==> config.mk <==
export PLATFORM = sky130hd
export DESIGN_NAME = vipe_top
export DESIGN_NICKNAME = d
export VERILOG_FILES = /design/src/core/vipe_pkg.sv /design/src/core/vipe_top.sv
export SDC_FILE = /design/constraint.sdc
export NUM_CORES = 1
export LEC_CHECK = 0
export ABC_AREA = 0
export BUFFER_PORTS_ARGS = -buffer_cell sky130_fd_sc_hd__buf_2
export CELL_PAD_IN_SITES_DETAIL_PLACEMENT = 0
export CELL_PAD_IN_SITES_GLOBAL_PLACEMENT = 1
export CORE_MARGIN = 2
export CORE_UTILIZATION = 42
export DETAILED_ROUTE_END_ITERATION = 10
export GPL_TIMING_DRIVEN = 0
export PLACE_DENSITY_LB_ADDON = 0.1
export SKIP_CTS_REPAIR_TIMING = 1
export SLEW_MARGIN = 20
export SYNTH_ARGS = -nofsm -noshare
export SYNTH_HDL_FRONTEND = slang
export SYNTH_SLANG_ARGS = --single-unit
==> constraint.sdc <==
create_clock -name aclk -period 2.4 [get_ports aclk]
set_input_delay 0.12 -clock aclk [delete_from_list [all_inputs] [get_ports aclk]]
set_output_delay 0.12 -clock aclk [all_outputs]
set_load 0.1 [all_outputs]
==> src/core/vipe_pkg.sv <==
package vipe_pkg;
	// ----------------------------------------
	// register byte offsets
	// ----------------------------------------
	localparam logic [7:0] OFS_CTRL    = 8'h00; // enables, levels, selects
	localparam logic [7:0] OFS_PEND    = 8'h04; // pending: sw bits writable
	localparam logic [7:0] OFS_MASK    = 8'h08; // int_mask
	localparam logic [7:0] OFS_STATE   = 8'h0c; // live dispatch state
	localparam logic [7:0] OFS_SRSMAP0 = 8'h10; // shadow sets, vectors 0..7
	localparam logic [7:0] OFS_SRSMAP1 = 8'h14; // shadow sets, vectors 8..9
	localparam logic [7:0] OFS_EVSTAT  = 8'h18; // sticky events, w1c
	localparam logic [7:0] OFS_EVMASK  = 8'h1c; // event mask
	localparam logic [7:0] OFS_FEATURE = 8'h20; // feature_config_word, ro
	// ----------------------------------------
	// widths, positions, reset values
	// ----------------------------------------
	localparam int         NSRC      = 10;     // sources, vector = index
	localparam int         NHW       = 8;      // hardware lines
	localparam int         NSW       = 2;      // software requests
	localparam int         SS_W      = 4;      // shadow set number width
	localparam int         NEV       = 2;      // event bits
	localparam int         EV_SIG    = 0;      // signaled rising edge
	localparam int         EV_VEC    = 1;      // vector changed while signaled
	localparam int         FT_VECTORED_INT_IMPLEMENTED   = 0;      // feature: vectored implemented
	localparam int         FT_EXT_CONTROLLER_IMPLEMENTED   = 1;      // feature: ext controller
	localparam int         FT_TLINE  = 2;      // feature: timer_int_line lsb
	localparam logic [9:0] CTRL_RST  = 10'h010; // boot_vector_select set
	localparam logic [9:0] OFS_COMPAT0 = 10'h180; // compat, select 0
	localparam logic [9:0] OFS_COMPAT1 = 10'h200; // compat, select 1
	localparam logic [1:0] RESP_OKAY   = 2'h0;
	localparam logic [1:0] RESP_SLVERR = 2'h2;
	// ----------------------------------------
	// carriers
	// ----------------------------------------
	typedef struct packed {
		logic [4:0] vector_spacing;
		logic       boot_vector_select;
		logic       int_vector_select;
		logic       error_level;
		logic       exception_level;
		logic       global_int_enable;
	} vipe_ctrl_type;
	typedef struct packed {
		logic        signaled;      // interrupt signaled to core
		logic        vectored_mode; // vectored mode in effect
		logic [3:0]  vector;        // valid only while signaled
		logic [3:0]  shadow_set;    // valid while signaled and vectored
		logic [9:0]  offset;        // compat dispatch offset, else 0
	} vipe_disp_type;
endpackage

==> src/core/vipe_top.sv <==
`timescale 1ns/1ps
// Function
// - vectored mode needs all five conditions
// - each hardware line is its own request
// - request is pending AND mask
// - signal needs request, enable, no exl/erl
// - hw7 highest, vector equals pending index
// - software requests lowest, sw1 above sw0
// - output vector of highest pending request
// - each vector maps to shadow set in vectored mode
// - compat mode dispatch offset 180 or 200
module vipe_top #(
	parameter bit       VECTORED_INT_IMPLEMENTED_IMPL  = 1'b1, // vectored_int_implemented
	parameter bit       EXT_CONTROLLER_IMPLEMENTED_IMPL  = 1'b0, // ext_controller_implemented
	parameter bit [2:0] TIMER_LINE = 3'h7  // hw line carrying the timer
) (
	input  wire logic                   aclk,
	input  wire logic                   aresetn,
	input  wire logic [7:0]             s_axi_awaddr,
	input  wire logic [2:0]             s_axi_awprot,
	input  wire logic                   s_axi_awvalid,
	output logic                        s_axi_awready,
	input  wire logic [31:0]            s_axi_wdata,
	input  wire logic [3:0]             s_axi_wstrb,
	input  wire logic                   s_axi_wvalid,
	output logic                        s_axi_wready,
	output logic [1:0]                  s_axi_bresp,
	output logic                        s_axi_bvalid,
	input  wire logic                   s_axi_bready,
	input  wire logic [7:0]             s_axi_araddr,
	input  wire logic [2:0]             s_axi_arprot,
	input  wire logic                   s_axi_arvalid,
	output logic                        s_axi_arready,
	output logic [31:0]                 s_axi_rdata,
	output logic [1:0]                  s_axi_rresp,
	output logic                        s_axi_rvalid,
	input  wire logic                   s_axi_rready,
	input  wire logic [7:0]             hw_int_request,
	output vipe_pkg::vipe_disp_type     disp,
	output logic                        irq
);
	// ----------------------------------------
	// state
	// ----------------------------------------
	vipe_pkg::vipe_ctrl_type ctrl_ff;        // software control bits
	logic [1:0]              sw_pend_ff;     // sw_int_request
	logic [9:0]              int_mask_ff;    // int_mask
	logic [39:0]             srsmap_ff;      // 4 bits per vector
	logic [1:0]              ev_stat_ff;     // sticky events
	logic [1:0]              ev_mask_ff;     // event mask
	vipe_pkg::vipe_disp_type disp_ff;        // registered dispatch
	logic                    irq_ff;         // interrupt output
	logic                    awready_ff;     // low while an address is held
	logic                    wready_ff;      // low while data is held
	logic                    arready_ff;     // low while a read answer stands
	logic [7:0]              awaddr_ff;
	logic [31:0]             wdata_ff;
	logic [3:0]              wstrb_ff;
	logic                    bvalid_ff;
	logic [1:0]              bresp_ff;
	logic                    rvalid_ff;
	logic [31:0]             rdata_ff;
	logic [1:0]              rresp_ff;
	logic [9:0]              int_pending;    // hw lines over sw bits
	logic [9:0]              req;            // masked requests
	logic                    mode_vec;       // vectored mode condition
	logic                    gate;           // global enable qualified
	vipe_pkg::vipe_disp_type nxt_disp;
	logic                    wr_go;          // both halves held
	logic [31:0]             rd_word;
	logic                    rd_ok;
	logic [1:0]              ev_set;         // events raised this cycle
	logic [1:0]              ev_clr;         // w1c bits written this cycle

	// both implementation options at once is no mode this logic serves
	if (VECTORED_INT_IMPLEMENTED_IMPL && EXT_CONTROLLER_IMPLEMENTED_IMPL)
	begin : g_bad_cfg
		$error("vipe_top: unsupported parameter set");
	end

	// ----------------------------------------
	// request qualification
	// ----------------------------------------
	// hw lines are never decoded as a value, bit n is line n
	assign int_pending = {hw_int_request, sw_pend_ff};
	genvar gi;
	generate
		for (gi = 0; gi < vipe_pkg::NSRC; gi++)
		begin : g_req
			assign req[gi] = int_pending[gi] & int_mask_ff[gi];
		end
	endgenerate

	// all five conditions, spacing nonzero
	assign mode_vec = VECTORED_INT_IMPLEMENTED_IMPL && !EXT_CONTROLLER_IMPLEMENTED_IMPL
		&& (ctrl_ff.vector_spacing != 5'h00)
		&& ctrl_ff.int_vector_select && !ctrl_ff.boot_vector_select;
	assign gate = ctrl_ff.global_int_enable && !ctrl_ff.exception_level
		&& !ctrl_ff.error_level;

	// highest index wins: hw7 first, sw0 last
	function automatic logic [3:0] prio_enc(input logic [9:0] r);
		logic [3:0] v;
		v = 4'h0;
		for (int i = 0; i < vipe_pkg::NSRC; i++)
			if (r[i])
				v = 4'(i);
		return v;
	endfunction

	// next dispatch, from current registers and hw_int_request only
	always_comb
	begin
		nxt_disp = '0;
		nxt_disp.vectored_mode = mode_vec;
		nxt_disp.signaled = (|req) && gate;
		if (nxt_disp.signaled)
		begin
			nxt_disp.vector = prio_enc(req);
			if (mode_vec)
				nxt_disp.shadow_set = srsmap_ff[nxt_disp.vector*4 +: 4];
			else
				nxt_disp.offset = ctrl_ff.int_vector_select ? vipe_pkg::OFS_COMPAT1
					: vipe_pkg::OFS_COMPAT0;
		end
	end

	// recomputed every edge; all but vectored_mode zero when not signaled
	always_ff @(posedge aclk)
	begin
		if (!aresetn)
			disp_ff <= '0;
		else
			disp_ff <= nxt_disp;
	end

	// ----------------------------------------
	// axi4-lite write path
	// ----------------------------------------
	assign wr_go = !awready_ff && !wready_ff && !bvalid_ff;

	// address and data taken independently, either order
	always_ff @(posedge aclk)
	begin
		if (!aresetn)
		begin
			awready_ff <= 1'b1;
			wready_ff  <= 1'b1;
			awaddr_ff  <= 8'h00;
			wdata_ff   <= 32'h0000_0000;
			wstrb_ff   <= 4'h0;
		end
		else
		begin
			if (s_axi_awvalid && awready_ff)
			begin
				awready_ff <= 1'b0;
				awaddr_ff  <= s_axi_awaddr;
			end
			else if (wr_go)
				awready_ff <= 1'b1;
			if (s_axi_wvalid && wready_ff)
			begin
				wready_ff <= 1'b0;
				wdata_ff  <= s_axi_wdata;
				wstrb_ff  <= s_axi_wstrb;
			end
			else if (wr_go)
				wready_ff <= 1'b1;
		end
	end

	// response once both halves are in
	always_ff @(posedge aclk)
	begin
		if (!aresetn)
		begin
			bvalid_ff <= 1'b0;
			bresp_ff  <= vipe_pkg::RESP_OKAY;
		end
		else if (wr_go)
		begin
			bvalid_ff <= 1'b1;
			bresp_ff  <= (awaddr_ff[7:2] <= vipe_pkg::OFS_EVMASK[7:2])
				? vipe_pkg::RESP_OKAY : vipe_pkg::RESP_SLVERR;
		end
		else if (s_axi_bready)
			bvalid_ff <= 1'b0;
	end

	// register stores; byte lanes 0 and 1 carry fields, all four lanes for SRSMAP0
	always_ff @(posedge aclk)
	begin
		if (!aresetn)
		begin
			ctrl_ff     <= vipe_pkg::CTRL_RST;
			sw_pend_ff  <= 2'h0;
			int_mask_ff <= 10'h000;
			srsmap_ff   <= '0;
			ev_mask_ff  <= 2'h0;
		end
		else if (wr_go)
		begin
			unique case (awaddr_ff)
				vipe_pkg::OFS_CTRL:
					if (wstrb_ff[0])
						ctrl_ff <= wdata_ff[9:0];
				vipe_pkg::OFS_PEND:
					if (wstrb_ff[0])
						sw_pend_ff <= wdata_ff[1:0];
				vipe_pkg::OFS_MASK:
					if (wstrb_ff[0])
						int_mask_ff <= wdata_ff[9:0];
				vipe_pkg::OFS_SRSMAP0:
					srsmap_ff[31:0] <= wdata_ff;
				vipe_pkg::OFS_SRSMAP1:
					if (wstrb_ff[0])
						srsmap_ff[39:32] <= wdata_ff[7:0];
				vipe_pkg::OFS_EVMASK:
					if (wstrb_ff[0])
						ev_mask_ff <= wdata_ff[1:0];
				default:
					;
			endcase
		end
	end

	// ----------------------------------------
	// events and interrupt line
	// ----------------------------------------
	// set beats a simultaneous w1c clear
	always_ff @(posedge aclk)
	begin
		if (!aresetn)
			ev_stat_ff <= 2'h0;
		else
			ev_stat_ff <= (ev_stat_ff & ~ev_clr) | ev_set;
	end

	// rise and change both judged against the registered dispatch
	always_comb
	begin
		ev_set = 2'h0;
		ev_set[vipe_pkg::EV_SIG] = nxt_disp.signaled && !disp_ff.signaled;
		ev_set[vipe_pkg::EV_VEC] = nxt_disp.signaled && disp_ff.signaled
			&& (nxt_disp.vector != disp_ff.vector);
	end
	assign ev_clr = (wr_go && awaddr_ff == vipe_pkg::OFS_EVSTAT && wstrb_ff[0])
		? wdata_ff[1:0] : 2'h0;

	always_ff @(posedge aclk)
	begin
		if (!aresetn)
			irq_ff <= 1'b0;
		else
			irq_ff <= |(ev_stat_ff & ev_mask_ff);
	end

	// ----------------------------------------
	// axi4-lite read path
	// ----------------------------------------
	always_comb
	begin
		rd_word = 32'h0000_0000;
		rd_ok   = 1'b1;
		unique case (s_axi_araddr)
			vipe_pkg::OFS_CTRL:    rd_word[9:0] = ctrl_ff;
			vipe_pkg::OFS_PEND:    rd_word[9:0] = int_pending;
			vipe_pkg::OFS_MASK:    rd_word[9:0] = int_mask_ff;
			vipe_pkg::OFS_STATE:   rd_word[19:0] = disp_ff;
			vipe_pkg::OFS_SRSMAP0: rd_word = srsmap_ff[31:0];
			vipe_pkg::OFS_SRSMAP1: rd_word[7:0] = srsmap_ff[39:32];
			vipe_pkg::OFS_EVSTAT:  rd_word[1:0] = ev_stat_ff;
			vipe_pkg::OFS_EVMASK:  rd_word[1:0] = ev_mask_ff;
			vipe_pkg::OFS_FEATURE:
			begin
				rd_word[vipe_pkg::FT_VECTORED_INT_IMPLEMENTED] = VECTORED_INT_IMPLEMENTED_IMPL;
				rd_word[vipe_pkg::FT_EXT_CONTROLLER_IMPLEMENTED] = EXT_CONTROLLER_IMPLEMENTED_IMPL;
				rd_word[vipe_pkg::FT_TLINE +: 3] = TIMER_LINE;
			end
			default:               rd_ok = 1'b0;
		endcase
	end

	// one read at a time; arready only while idle
	always_ff @(posedge aclk)
	begin
		if (!aresetn)
		begin
			rvalid_ff  <= 1'b0;
			arready_ff <= 1'b1;
			rdata_ff   <= 32'h0000_0000;
			rresp_ff   <= vipe_pkg::RESP_OKAY;
		end
		else if (s_axi_arvalid && arready_ff)
		begin
			rvalid_ff  <= 1'b1;
			arready_ff <= 1'b0;
			rdata_ff   <= rd_word;
			rresp_ff   <= rd_ok ? vipe_pkg::RESP_OKAY : vipe_pkg::RESP_SLVERR;
		end
		else if (s_axi_rready)
		begin
			rvalid_ff  <= 1'b0;
			arready_ff <= 1'b1;
		end
	end

	assign s_axi_awready = awready_ff;
	assign s_axi_wready  = wready_ff;
	assign s_axi_bvalid  = bvalid_ff;
	assign s_axi_bresp   = bresp_ff;
	assign s_axi_arready = arready_ff;
	assign s_axi_rvalid  = rvalid_ff;
	assign s_axi_rdata   = rdata_ff;
	assign s_axi_rresp   = rresp_ff;
	assign disp          = disp_ff;
	assign irq           = irq_ff;
endmodule

Yosys cells after proc, flatten, opt, wreduce, memory -nomap -nowiden --
Index checks and enable logic that the tools add are counted.
Word-level totals: register bits after elaboration 169, output and inout bits 62, word-level logic and storage cells 135, bits of input ports 73
Cells by class: muxes and demuxes 33, bitwise gates (word level) 16, reduce and logical (&&, ||, !) cells 40, shift-type cells 1, eq/ne operators 15, $lt $le $gt $ge 1
Operator list (number):
- $eq A8 B5 Y1 const B | 8
- $mux W4 | 10
- $shiftx A40 B7 Y4 | 1
- $eq A8 B4 Y1 const B | 3
- $pmux W3 S7 | 1
- $mux W10 | 2
- $pmux W10 S2 | 1
- $mux W18 | 1
- $pmux W2 S9 | 1
- $pmux W3 S6 | 1
- $reduce_and A3 Y1 | 6
- $eq A8 B3 Y1 const B | 2
- $logic_not A8 Y1 | 2
- $logic_and A1 B1 Y1 | 15
- $mux W12 | 1
- $mux W1 | 11
- $and A1 B1 Y1 | 10
- $pmux W2 S5 | 1
- $reduce_or A10 Y1 | 1
- $reduce_or A9 Y1 | 1
- $eq A8 B6 Y1 const B | 1
- $reduce_bool A2 Y1 | 4
- $logic_not A1 Y1 | 7
- $le A6 B3 Y1 const B | 1
- other kinds (10) | 14

Longest topological paths before layout --
Gate-level depths: netlist of run 1.
word-level depth 17, gate-level depth with buffers 8, mapped depth without buffers 6

Worst setup path before layout of run 1 --
Ideal clock, no wire load.
path type register to register, start register wready_ff, in the netlist s_axi_wready, end register ctrl_ff[4] in the netlist's numbering, setup slack 0.031 ns, library setup time 0.126 ns, stages on the path, launching flop included 8, required time 2.274 ns, path buffers 1, clock period less this slack 2.369 ns, arrival 2.243 ns, cell sequence dfxtp_1 or3_4 nor4_4 and4b_1 nor3b_2 buf_6 mux2i_1 nand2_1
Between the ends: longest elaborated chain between the ends 4
RTL lines:
- from (decl) | RTL line vipe_top.sv:54 | logic wready_ff;
- from (signal assigned) | RTL line vipe_top.sv:148 | wready_ff <= 1'b1;
- from (signal assigned) | RTL line vipe_top.sv:164 | wready_ff <= 1'b0;
- from (signal assigned) | RTL line vipe_top.sv:169 | wready_ff <= 1'b1;
- $logic_not A1 Y1 | RTL line vipe_top.sv:140 | assign wr_go = !awready_ff && !wready_ff && !bvalid_ff;
- $logic_and A1 B1 Y1 (2 in a row) | RTL line vipe_top.sv:140
- $reduce_and A3 Y1 (no source line)
- to (signal assigned) | RTL line vipe_top.sv:196 | ctrl_ff <= vipe_pkg::CTRL_RST;
- to (signal assigned) | RTL line vipe_top.sv:207 | ctrl_ff <= wdata_ff[9:0];
- to (decl) | RTL line vipe_top.sv:45 | vipe_pkg::vipe_ctrl_type ctrl_ff;
No other way between the ends. A chain may end at the register's enable or synchronous reset.

Final worst setup path of run 1 --
start register int_mask_ff[7], end register ev_stat_ff[1]
Between the ends: longest elaborated chain between the ends 9, elaborated cells on any way between the ends 12, those cells by class 1 x eq/ne; 5 x mux; 2 x bitwise; 4 x reduce/logical
RTL lines:
- from (decl) | RTL line vipe_top.sv:47 | logic [9:0] int_mask_ff;
- from (signal assigned) | RTL line vipe_top.sv:213 | int_mask_ff <= wdata_ff[9:0];
- $and A1 B1 Y1 (*) | RTL line vipe_top.sv:90 | assign req[gi] = int_pending[gi] & int_mask_ff[gi];
- $mux W4 (3 in a row) | RTL line vipe_top.sv:106 | if (r[i])
- $mux W4 | RTL line vipe_top.sv:117 | if (nxt_disp.signaled)
- $mux W18 | RTL line vipe_top.sv:117
- $ne A4 B4 Y1 | RTL line vipe_top.sv:246 | && (nxt_disp.vector != disp_ff.vector);
- $logic_and A1 B1 Y1 (*) | RTL line vipe_top.sv:246
- $or A2 B2 Y2 (*) | RTL line vipe_top.sv:237 | ev_stat_ff <= (ev_stat_ff & ~ev_clr) | ev_set;
- to (signal assigned) | RTL line vipe_top.sv:237
- to (decl) | RTL line vipe_top.sv:49 | logic [1:0] ev_stat_ff;
Mark *: on every way between the ends. The rest lies on a longest branch, timed or not. The select of a mux whose other input is x is not followed.

==> impl_metrics.ini, run 1 <==
[sta]
hold_viol = 6
fin_crit_sh_pct = 95.18
setup_tns_ps = 0
worst_slew_pin_slew_ps = 745.7
fin_crit_ps = 2284
fmax_mhz = 437.8
fin_ws_ps = 115.7
worst_hold_slack_ps = -17.74
finalMaxSlewViolations = 0
finClkSkew_ps = 7.966
slew_headroom_pct = 50.02
report.final.setup_viol = 0

[final_layout]
syn2layout_area_growth_pct = 26.71
final_core_util_pct = 54.34
layout-drive-gt1-share_pct = 19.44
diodes = 0
stdcell_count = 1182
layout.nets = 1022
final_cell_mix = 159 x dfxtp_1, 138 x nand2_1, 117 x buf_2, 88 x mux2i_1, 68 x nor2b_1
fillers = 1554
final_common_cell = dfxtp_1

[global_routing]
antenna_found_initial = 0
grt_pass1_vias = 5744
grt_usage_pct = 24.01
grt_max_degree = 17
grt_pass1_wl_um = 32620
overflow = 0

[clocking]
clockBufferDepth = 2
root_buffer = clkbuf_16
cts_made_buffers = 17
numClockSinks = 159
cts.clk_slew.worst_paths_ps = 60
cts_tree = yes
cts_max_level = 4
clk_latency_ps = 430

[status]
failed_checks = hold timing
status = finished, violations left

[detailed_routing]
avgViaCountPerCell = 5.245
drt_wl_total_um = 21690
wl_per_cell_um = 18.35
drcViolationCount = 0
drtIter0Drc = 318
num_vias = 6199
ant_nets = 0
firstDrtPassIters = 5

[worst_hold_path]
hp-class = input port to flop
worstHoldStart = s_axi_rready
hold_depth = 3
holdPathEnd = s_axi_arready$_SDFFE_PN1P_

[placed_design]
post-place-ws_ps = -383.6
placed_cells = 1111
gp_congestion = 0.9511
hpwl_um = 16630
port-buffer-count = 112

[yosys]
synthCells = 771
ys_types = 55
synth_edf_count = 0
ys.flop_type = dfxtp_1
async_flop_share_pct = 0
synth_area_mm2 = 0.007087
yosysSeqAreaShare_pct = 44.92
syn_area_per_cell_um2 = 9.192
yosys_warnings = 0
ys_ff_latch = 159

[floorplanning]
io_pins = 135
die-area_mm2 = 0.01793
die_h_um = 133.9
initial_utilization_pct = 42.89
num_rows = 47
core_region_area_mm2 = 0.01652
die_w_um = 133.9

[worst_setup_path]
timing.rr.start = int_mask_ff[7]$_SDFFE_PN0P_
rr_worst_depth = 6
critPathBufInv = 0
crit_path_top_delay_cell = dfxtp_1
crit_fanout = 8
cp.arrival_ps = 2660
max_stage_delay_ps = 460
cp_top_family = compound AO/OA/AOI/OAI gates
endpoint_kind = flop
r2r_end = ev_stat_ff[1]$_SDFF_PN0_
path_class = flop to flop
crit_required_ps = 2770
crit_path_start_kind = flop
path_cells = a22o_1, nor3_2, a31oi_2, nand2_1, a311oi_4, a31o_2
worst-r2r-setup-slack_ps = 120

[power_and_ir_drop]
irDropWorstVdd_uv = 478.3
p_leak_nw = 3.643
power_density_mw_per_mm2 = 678.8

[run]
cap_violations = 0
## cell families (layout without fill, tap and decap cells)
family	count (synthesis)	after routing	share of synthesized area, %
AND/OR/NAND/NOR	300	300	20.89
other	1	9	0.05292
AO/OA/AOI/OAI	148	148	15.45
multiplexers	100	100	14.34
flip-flops	159	159	44.92
XOR/XNOR	2	2	0.2472
buffers and inverters	61	244	4.114
## layer usage
metal	GRT usage, %	vias up	share of wire [%]
met4	8.570	0	1.9
met1	33.64	2932	49
met5	0	-	0
li1	-	3041	-
met2	36.87	199	45
met3	4.686	27	4.9
## synth_stat cells (all sizes together), types with 2 or more instances
library cell  instances  share of area (%)
dfxtp               159                 45
nand2               139                7.4
mux2i                88                 12
nor2b                68                6.0
a21boi               67                7.1
clkbuf               37                2.0
nand3                28                2.0
nor2                 23                1.3
a22oi                22                2.3
buf                  22                2.0
o21ai                14               0.99
mux2                 12                1.9
o22ai                 8               0.71
and2                  7               0.62
nor3                  7               0.56
a21oi                 6               0.42
a31oi                 6               0.53
nand2b                6               0.53
and3                  5               0.44
nand4                 4               0.35
a211oi                3               0.32
a222oi                3               0.42
a22o                  3               0.37
nor4                  3               0.48
o221ai                3               0.37
or3                   3               0.34
a31o                  2               0.25
inv                   2               0.11
nor3b                 2               0.28
o2bb2ai               2               0.25
o32ai                 2               0.25
xor2                  2               0.25
## area by class of cell
class | count | area [um2] | area share [%]
inverter | 2 | 7.507 | 0.08360
buffer | 59 | 284.0 | 3.163
sequential | 159 | 3183 | 35.45
tap | 220 | 275.3 | 3.065
timing repair buffer | 151 | 950.9 | 10.59
clock inverter | 13 | 151.4 | 1.686
clock buffer | 19 | 452.9 | 5.044
multi-input combinational | 559 | 3675 | 40.92
## through the flow
stage	total power, W	cell area [um2]
2_1_floorplan	0.003158	7117
4_1_cts	0.006075	8557
3_3_place_gp	0.003316	7953
3_5_place_dp	0.003326	7953
6_report	0.006096	8980
5_1_grt	0.006288	8980
## state kept, by name, summed over array words and instances (netlist names), 8 cells and up
| signal | count |
|---|---|
| disp | 12 |
| wdata_ff | 32 |
| srsmap_ff | 40 |
| s_axi_rdata | 32 |
| int_mask_ff | 10 |
| awaddr_ff | 8 |
| ctrl_ff | 10 |
## worst max path at each step
stage | slack (ps) | end | from | cells past startpoint
after floorplan | 30 | ctrl_ff[4]$_SDFFE_PN1P_ | s_axi_wready$_SDFFE_PN1P_ | 7
final | 120 | ev_stat_ff[1]$_SDFF_PN0_ | int_mask_ff[7]$_SDFFE_PN0P_ | 6
after global routing | -9 | ev_stat_ff[1]$_SDFF_PN0_ | int_mask_ff[8]$_SDFFE_PN0P_ | 7
after CTS | -400 | ev_stat_ff[1]$_SDFF_PN0_ | int_mask_ff[7]$_SDFFE_PN0P_ | 6
after detailed placement | -380 | ev_stat_ff[1]$_SDFF_PN0_ | int_mask_ff[7]$_SDFFE_PN0P_ | 6
after global placement | -370 | ev_stat_ff[1]$_SDFF_PN0_ | int_mask_ff[7]$_SDFFE_PN0P_ | 6
## power breakdown
part	internal [W]	switching [W]
Clock	0.00161	0.00117
Combinational	0.000193	0.000383
Sequential	0.00269	0.0000457
## worst register-to-register path, delay by kind of cell, from the launching register on
kind            cells  cell delay [ps]
compound gates      4             1330
flops               1              460
simple gates        2              440
Power figures use the tool's default switching activity.
==> run 2, diff against run 1 <==
--- a/config.mk
+++ b/config.mk
@@ -13,6 +13,7 @@
 export CORE_UTILIZATION = 42
 export DETAILED_ROUTE_END_ITERATION = 10
 export GPL_TIMING_DRIVEN = 0
+export HOLD_SLACK_MARGIN = 0.05
 export PLACE_DENSITY_LB_ADDON = 0.1
 export SKIP_CTS_REPAIR_TIMING = 1
 export SLEW_MARGIN = 20
==> run 2 against run 1 <==
  * The flow now finishes without violations
  * Register-to-register slack got worse by 30 ps
  * Largest cell class unchanged
  * Sequential share of layout area decreased by 0.20 points
  * Flip-flop and latch count unchanged
  * Core utilization increased by 0.30 points
  * Via count increased by 0.35%
  * Critical endpoint unchanged
  * Fmax decreased by 1.4%
==> impl_metrics.ini, run 2 (synthesis gave the netlist of run 1 again) <==
[run]
cap_violations = 0

[placed_design]
gp_congestion = 0.9511
port-buffer-count = 112
placed_cells = 1111
hpwl_um = 16630

[global_routing]
grt_usage_pct = 24.01
grt_pass1_vias = 5744
grt_max_degree = 17
antenna_found_initial = 0
overflow = 0
grt_pass1_wl_um = 32620

[floorplanning]
die-area_mm2 = 0.01793
core_region_area_mm2 = 0.01652
num_rows = 47
die_h_um = 133.9
die_w_um = 133.9
initial_utilization_pct = 42.89
io_pins = 135

[status]
status = complete, no violations

[final_layout]
fillers = 1549
stdcell_count = 1187
layout-drive-gt1-share_pct = 19.34
layout.nets = 1027
regMostFlops = srsmap_ff
diodes = 0
syn2layout_area_growth_pct = 27.42
final_common_cell = dfxtp_1
register_area_mm2 = 0.003183
multiInputGateArea_mm2 = 0.003675
final_cell_mix = 159 x dfxtp_1, 138 x nand2_1, 117 x buf_2, 88 x mux2i_1, 68 x nor2b_1
largest_reg_flops = 40

[worst_setup_path]
endpoint_kind = flop
crit_path_start_kind = flop
path_class = flop to flop
crit_fanout = 8
cp.arrival_ps = 2690
crit_required_ps = 2770
worst-r2r-setup-slack_ps = 80

[sta]
worst_slew_pin_slew_ps = 754.7
slew_headroom_pct = 49.41
hold_viol = 0
finalMaxSlewViolations = 0
fin_crit_sh_pct = 96.57
report.final.setup_viol = 0
worst_hold_slack_ps = 92.74
fin_crit_ps = 2318
fmax_mhz = 431.5
finClkSkew_ps = 7.434

[detailed_routing]
wl_per_cell_um = 18.31
drtIter0Drc = 306
num_vias = 6221
firstDrtPassIters = 5
avgViaCountPerCell = 5.241
drt_wl_total_um = 21730
ant_nets = 0
drcViolationCount = 0

[worst_hold_path]
hp-class = input port to flop

[clocking]
numClockSinks = 159
clockBufferDepth = 2
clk_latency_ps = 430
cts_made_buffers = 17
root_buffer = clkbuf_16
cts_tree = yes
cts.clk_slew.worst_paths_ps = 60
cts_max_level = 4

[power_and_ir_drop]
power_density_mw_per_mm2 = 675.5
p_leak_nw = 3.664
irDropWorstVdd_uv = 474.4
-- run 2: cell count changes in the layout (fill, tap and decap cells not counted), sizes merged --
cell / change
dlygate4sd3: +5
-- run 2: metal layers --
layer	up-vias	routed length, um	global-route usage, %
li1	3045	-	-
met3	24	1189	4.686
met1	2942	10430	33.64
met5	-	0	0
met2	210	9721	36.87
met4	0	397	8.570
-- run 2: layout make-up --
| class | count | area share, % |
|---|---|---|
| clock buffers | 19 | 5.016 |
| repair buffers | 156 | 11.08 |
| flip-flops and latches | 159 | 35.25 |
| multi-input cells | 559 | 40.70 |
| well taps | 220 | 3.048 |
| clock inverters | 13 | 1.677 |
| plain buffers | 59 | 3.145 |
| inverters | 2 | 0.08314 |
-- run 2: worst paths after layout --
kind	start	depth (start not counted)	endpoint
setup reg to reg	int_mask_ff[7]$_SDFFE_PN0P_	6	ev_stat_ff[1]$_SDFF_PN0_
hold reg to reg	s_axi_rdata[14]$_SDFFE_PN0P_	2	s_axi_rdata[14]$_SDFFE_PN0P_
hold / removal	aresetn	2	disp[18]$_SDFF_PN0_
setup / recovery	int_mask_ff[7]$_SDFFE_PN0P_	6	ev_stat_ff[1]$_SDFF_PN0_
-- run 2: worst max-delay path, stage by stage (launching register included) --
cell and delay, ps:
dfxtp_1 460, a22o_1 380, nor3_2 150, a31oi_2 360
nand2_1 290, a311oi_4 460, a31o_2 160
-- run 2: power breakdown --
| group | internal (W) | total (W) | switching [W] |
|---|---|---|---|
| sequential | 0.00269 | 0.00274 | 0.0000461 |
| clock | 0.00161 | 0.00278 | 0.00116 |
| combinational | 0.000198 | 0.000582 | 0.000383 |
| total | 0.00451 | 0.00610 | 0.00159 |
-- run 2: metrics by stage --
step                      setup TNS (ps)  cell area [um2]  power [W]  util [%]  setup WS (ps)
after floorplan                        0             7117   0.003158         -          30.96
after detailed placement          -383.6             7953   0.003326     48.13         -383.6
after global placement            -373.2             7953   0.003316     48.13         -373.2
final                                  0             9030   0.006099     54.65          82.26
after CTS                         -397.5             8557   0.006075     51.78         -397.5
after global routing              -9.348             9030   0.006294     54.65         -9.348
==> run 3, diff against run 2 <==
==> constraint.sdc (replaced) <==
create_clock -name aclk -period 2.65 [get_ports aclk]
set_input_delay 0.1325 -clock aclk [delete_from_list [all_inputs] [get_ports aclk]]
set_output_delay 0.1325 -clock aclk [all_outputs]
set_load 0.1 [all_outputs]
==> run 3 against run 2 <==
  * Final area fell by 0.44%
  * Global-route usage did not move
  * Die area did not move
  * Clock-buffer cell count stayed put
  * Via count hardly changed
  * Critical path depth stayed put
  * Fmax shrank 7.0%
  * Worst hold slack lost 91 ps
  * Non-clock buffer count decreased by 2
==> impl_metrics.ini, run 3 (synthesis gave the netlist of run 1 again) <==
[status]
status = complete, no violations

[global_routing]
overflow = 0
antenna_found_initial = 0
grt_max_degree = 17
grt_pass1_wl_um = 32620
grt_usage_pct = 24.01
grt_pass1_vias = 5744

[final_layout]
fillers = 1557
syn2layout_area_growth_pct = 26.85
final_core_util_pct = 54.40
regMostFlops = srsmap_ff
final_cell_mix = 159 x dfxtp_1, 138 x nand2_1, 117 x buf_2, 88 x mux2i_1, 68 x nor2b_1
fin_area_mm2 = 0.008990
final_common_cell = dfxtp_1
stdcell_count = 1185
multiInputGateArea_mm2 = 0.003655
diodes = 0
largest_reg_flops = 40
layout.nets = 1025
layout-drive-gt1-share_pct = 19.17
register_area_mm2 = 0.003183

[sta]
hold_viol = 0
finalMaxSlewViolations = 0
fmax_mhz = 401.2
fin_crit_ps = 2492
report.final.setup_viol = 0
setup_tns_ps = 0
worst_slew_pin_slew_ps = 771.9
finClkSkew_ps = 8.025
fin_crit_sh_pct = 94.05
rsz0062_at_grt = no
slew_headroom_pct = 48.26

[clocking]
clk_latency_ps = 430
root_buffer = clkbuf_16
numClockSinks = 159
cts_max_level = 4
cts.clk_slew.worst_paths_ps = 70
cts_tree = yes
cts_made_buffers = 17
clockBufferDepth = 2

[detailed_routing]
wl_per_cell_um = 18.41
drcViolationCount = 0
drt_wl_total_um = 21820
drtIter0Drc = 338
num_vias = 6224
ant_nets = 0
firstDrtPassIters = 5
avgViaCountPerCell = 5.252

[worst_setup_path]
crit_start = int_mask_ff[6]$_SDFFE_PN0P_
cp.arrival_ps = 2810
crit_path_start_kind = flop
endpoint_kind = flop
r2r_end = ev_stat_ff[1]$_SDFF_PN0_
crit_required_ps = 2970
worst-r2r-setup-slack_ps = 160
rr_worst_depth = 6
timing.rr.start = int_mask_ff[6]$_SDFFE_PN0P_
crit_fanout = 8
path_class = flop to flop

[power_and_ir_drop]
swShare_pct = 26.10
p_int_w = 0.004079
switching_power_w = 0.001440
power_density_mw_per_mm2 = 613.9
seqPwrFrac_pct = 45.0
p_leak_nw = 3.637
p_clk_share_pct = 45.5
p_comb_share_pct = 9.5
irDropWorstVdd_uv = 432.1

[floorplanning]
die_h_um = 133.9
die-area_mm2 = 0.01793
initial_utilization_pct = 42.89
die_w_um = 133.9
io_pins = 135
core_region_area_mm2 = 0.01652
num_rows = 47

[placed_design]
port-buffer-count = 112
placed_cells = 1111
hpwl_um = 16630
gp_congestion = 0.9511
dpl_cell_area_mm2 = 0.007953

[worst_hold_path]
holdPathEnd = awaddr_ff[6]$_SDFFE_PN0P_
worstHoldStart = s_axi_awaddr[6]
hp-class = input port to flop
hold_depth = 3

[run]
cap_violations = 0
-- run 3: cell count changes in the layout (fill, tap and decap cells not counted) --
| cell | previous run | this run |
|---|---|---|
| a311oi_2 | 0 | 1 |
| nor3_2 | 2 | 1 |
| a311oi_4 | 1 | 0 |
| a21oi_1 | 5 | 6 |
| dlygate4sd3_1 | 44 | 42 |
| nor3_1 | 5 | 6 |
| a21oi_2 | 1 | 0 |
-- run 3: worst max-delay path by stage --
| stage | slack [ps] | to |
|---|---|---|
| global route | 100 | ev_stat_ff[1]$_SDFF_PN0_ |
| global placement | -120 | ev_stat_ff[1]$_SDFF_PN0_ |
| finish | 160 | ev_stat_ff[1]$_SDFF_PN0_ |
| detailed placement | -130 | ev_stat_ff[1]$_SDFF_PN0_ |
| floorplan | 280 | ctrl_ff[4]$_SDFFE_PN1P_ |
| CTS | -150 | ev_stat_ff[1]$_SDFF_PN0_ |
-- run 3: worst max-delay path, stage by stage (launching register included) --
cell and delay [ps]:
dfxtp_1 370, a22o_1 340, nor3_1 640, a31oi_2 300
nand2_1 330, a311oi_2 140, a31o_2 250
-- run 3: power groups by stage --
stage               registers [W]  logic, W  clock network (W)
detailed placement        0.00254  0.000477                  0
global placement          0.00253  0.000470                  0
CTS                       0.00248  0.000478            0.00254
floorplan                 0.00261  0.000247                  0
global route              0.00249  0.000561            0.00265
finish                    0.00248  0.000524            0.00251
-- run 3: layer usage --
| metal | track usage, % | share of wire (%) |
|---|---|---|
| met1 | 33.64 | 47 |
| met2 | 36.87 | 45 |
| met3 | 4.686 | 6.2 |
| met4 | 8.570 | 1.8 |
| met5 | 0 | 0 |
-- run 3: layout make-up --
type / instances / share of cell area [%]
clock inverters: 13 / 1.684
multi-input cells: 559 / 40.65
flip-flops and latches: 159 / 35.41
inverters: 2 / 0.08351
repair buffers: 154 / 10.91
plain buffers: 59 / 3.159
well taps: 220 / 3.062
clock buffers: 19 / 5.038
-- run 3: per-stage QoR --
| stage | hold slack [ps] | setup WS [ps] | power [W] |
|---|---|---|---|
| 2_1_floorplan | 277.4 | 281.0 | 0.002860 |
| 3_3_place_gp | 382.4 | -123.2 | 0.003003 |
| 3_5_place_dp | 390.7 | -133.6 | 0.003013 |
| 4_1_cts | -61.39 | -147.5 | 0.005502 |
| 5_1_grt | 52.81 | 98.82 | 0.005698 |
| 6_report | 1.966 | 157.8 | 0.005519 |
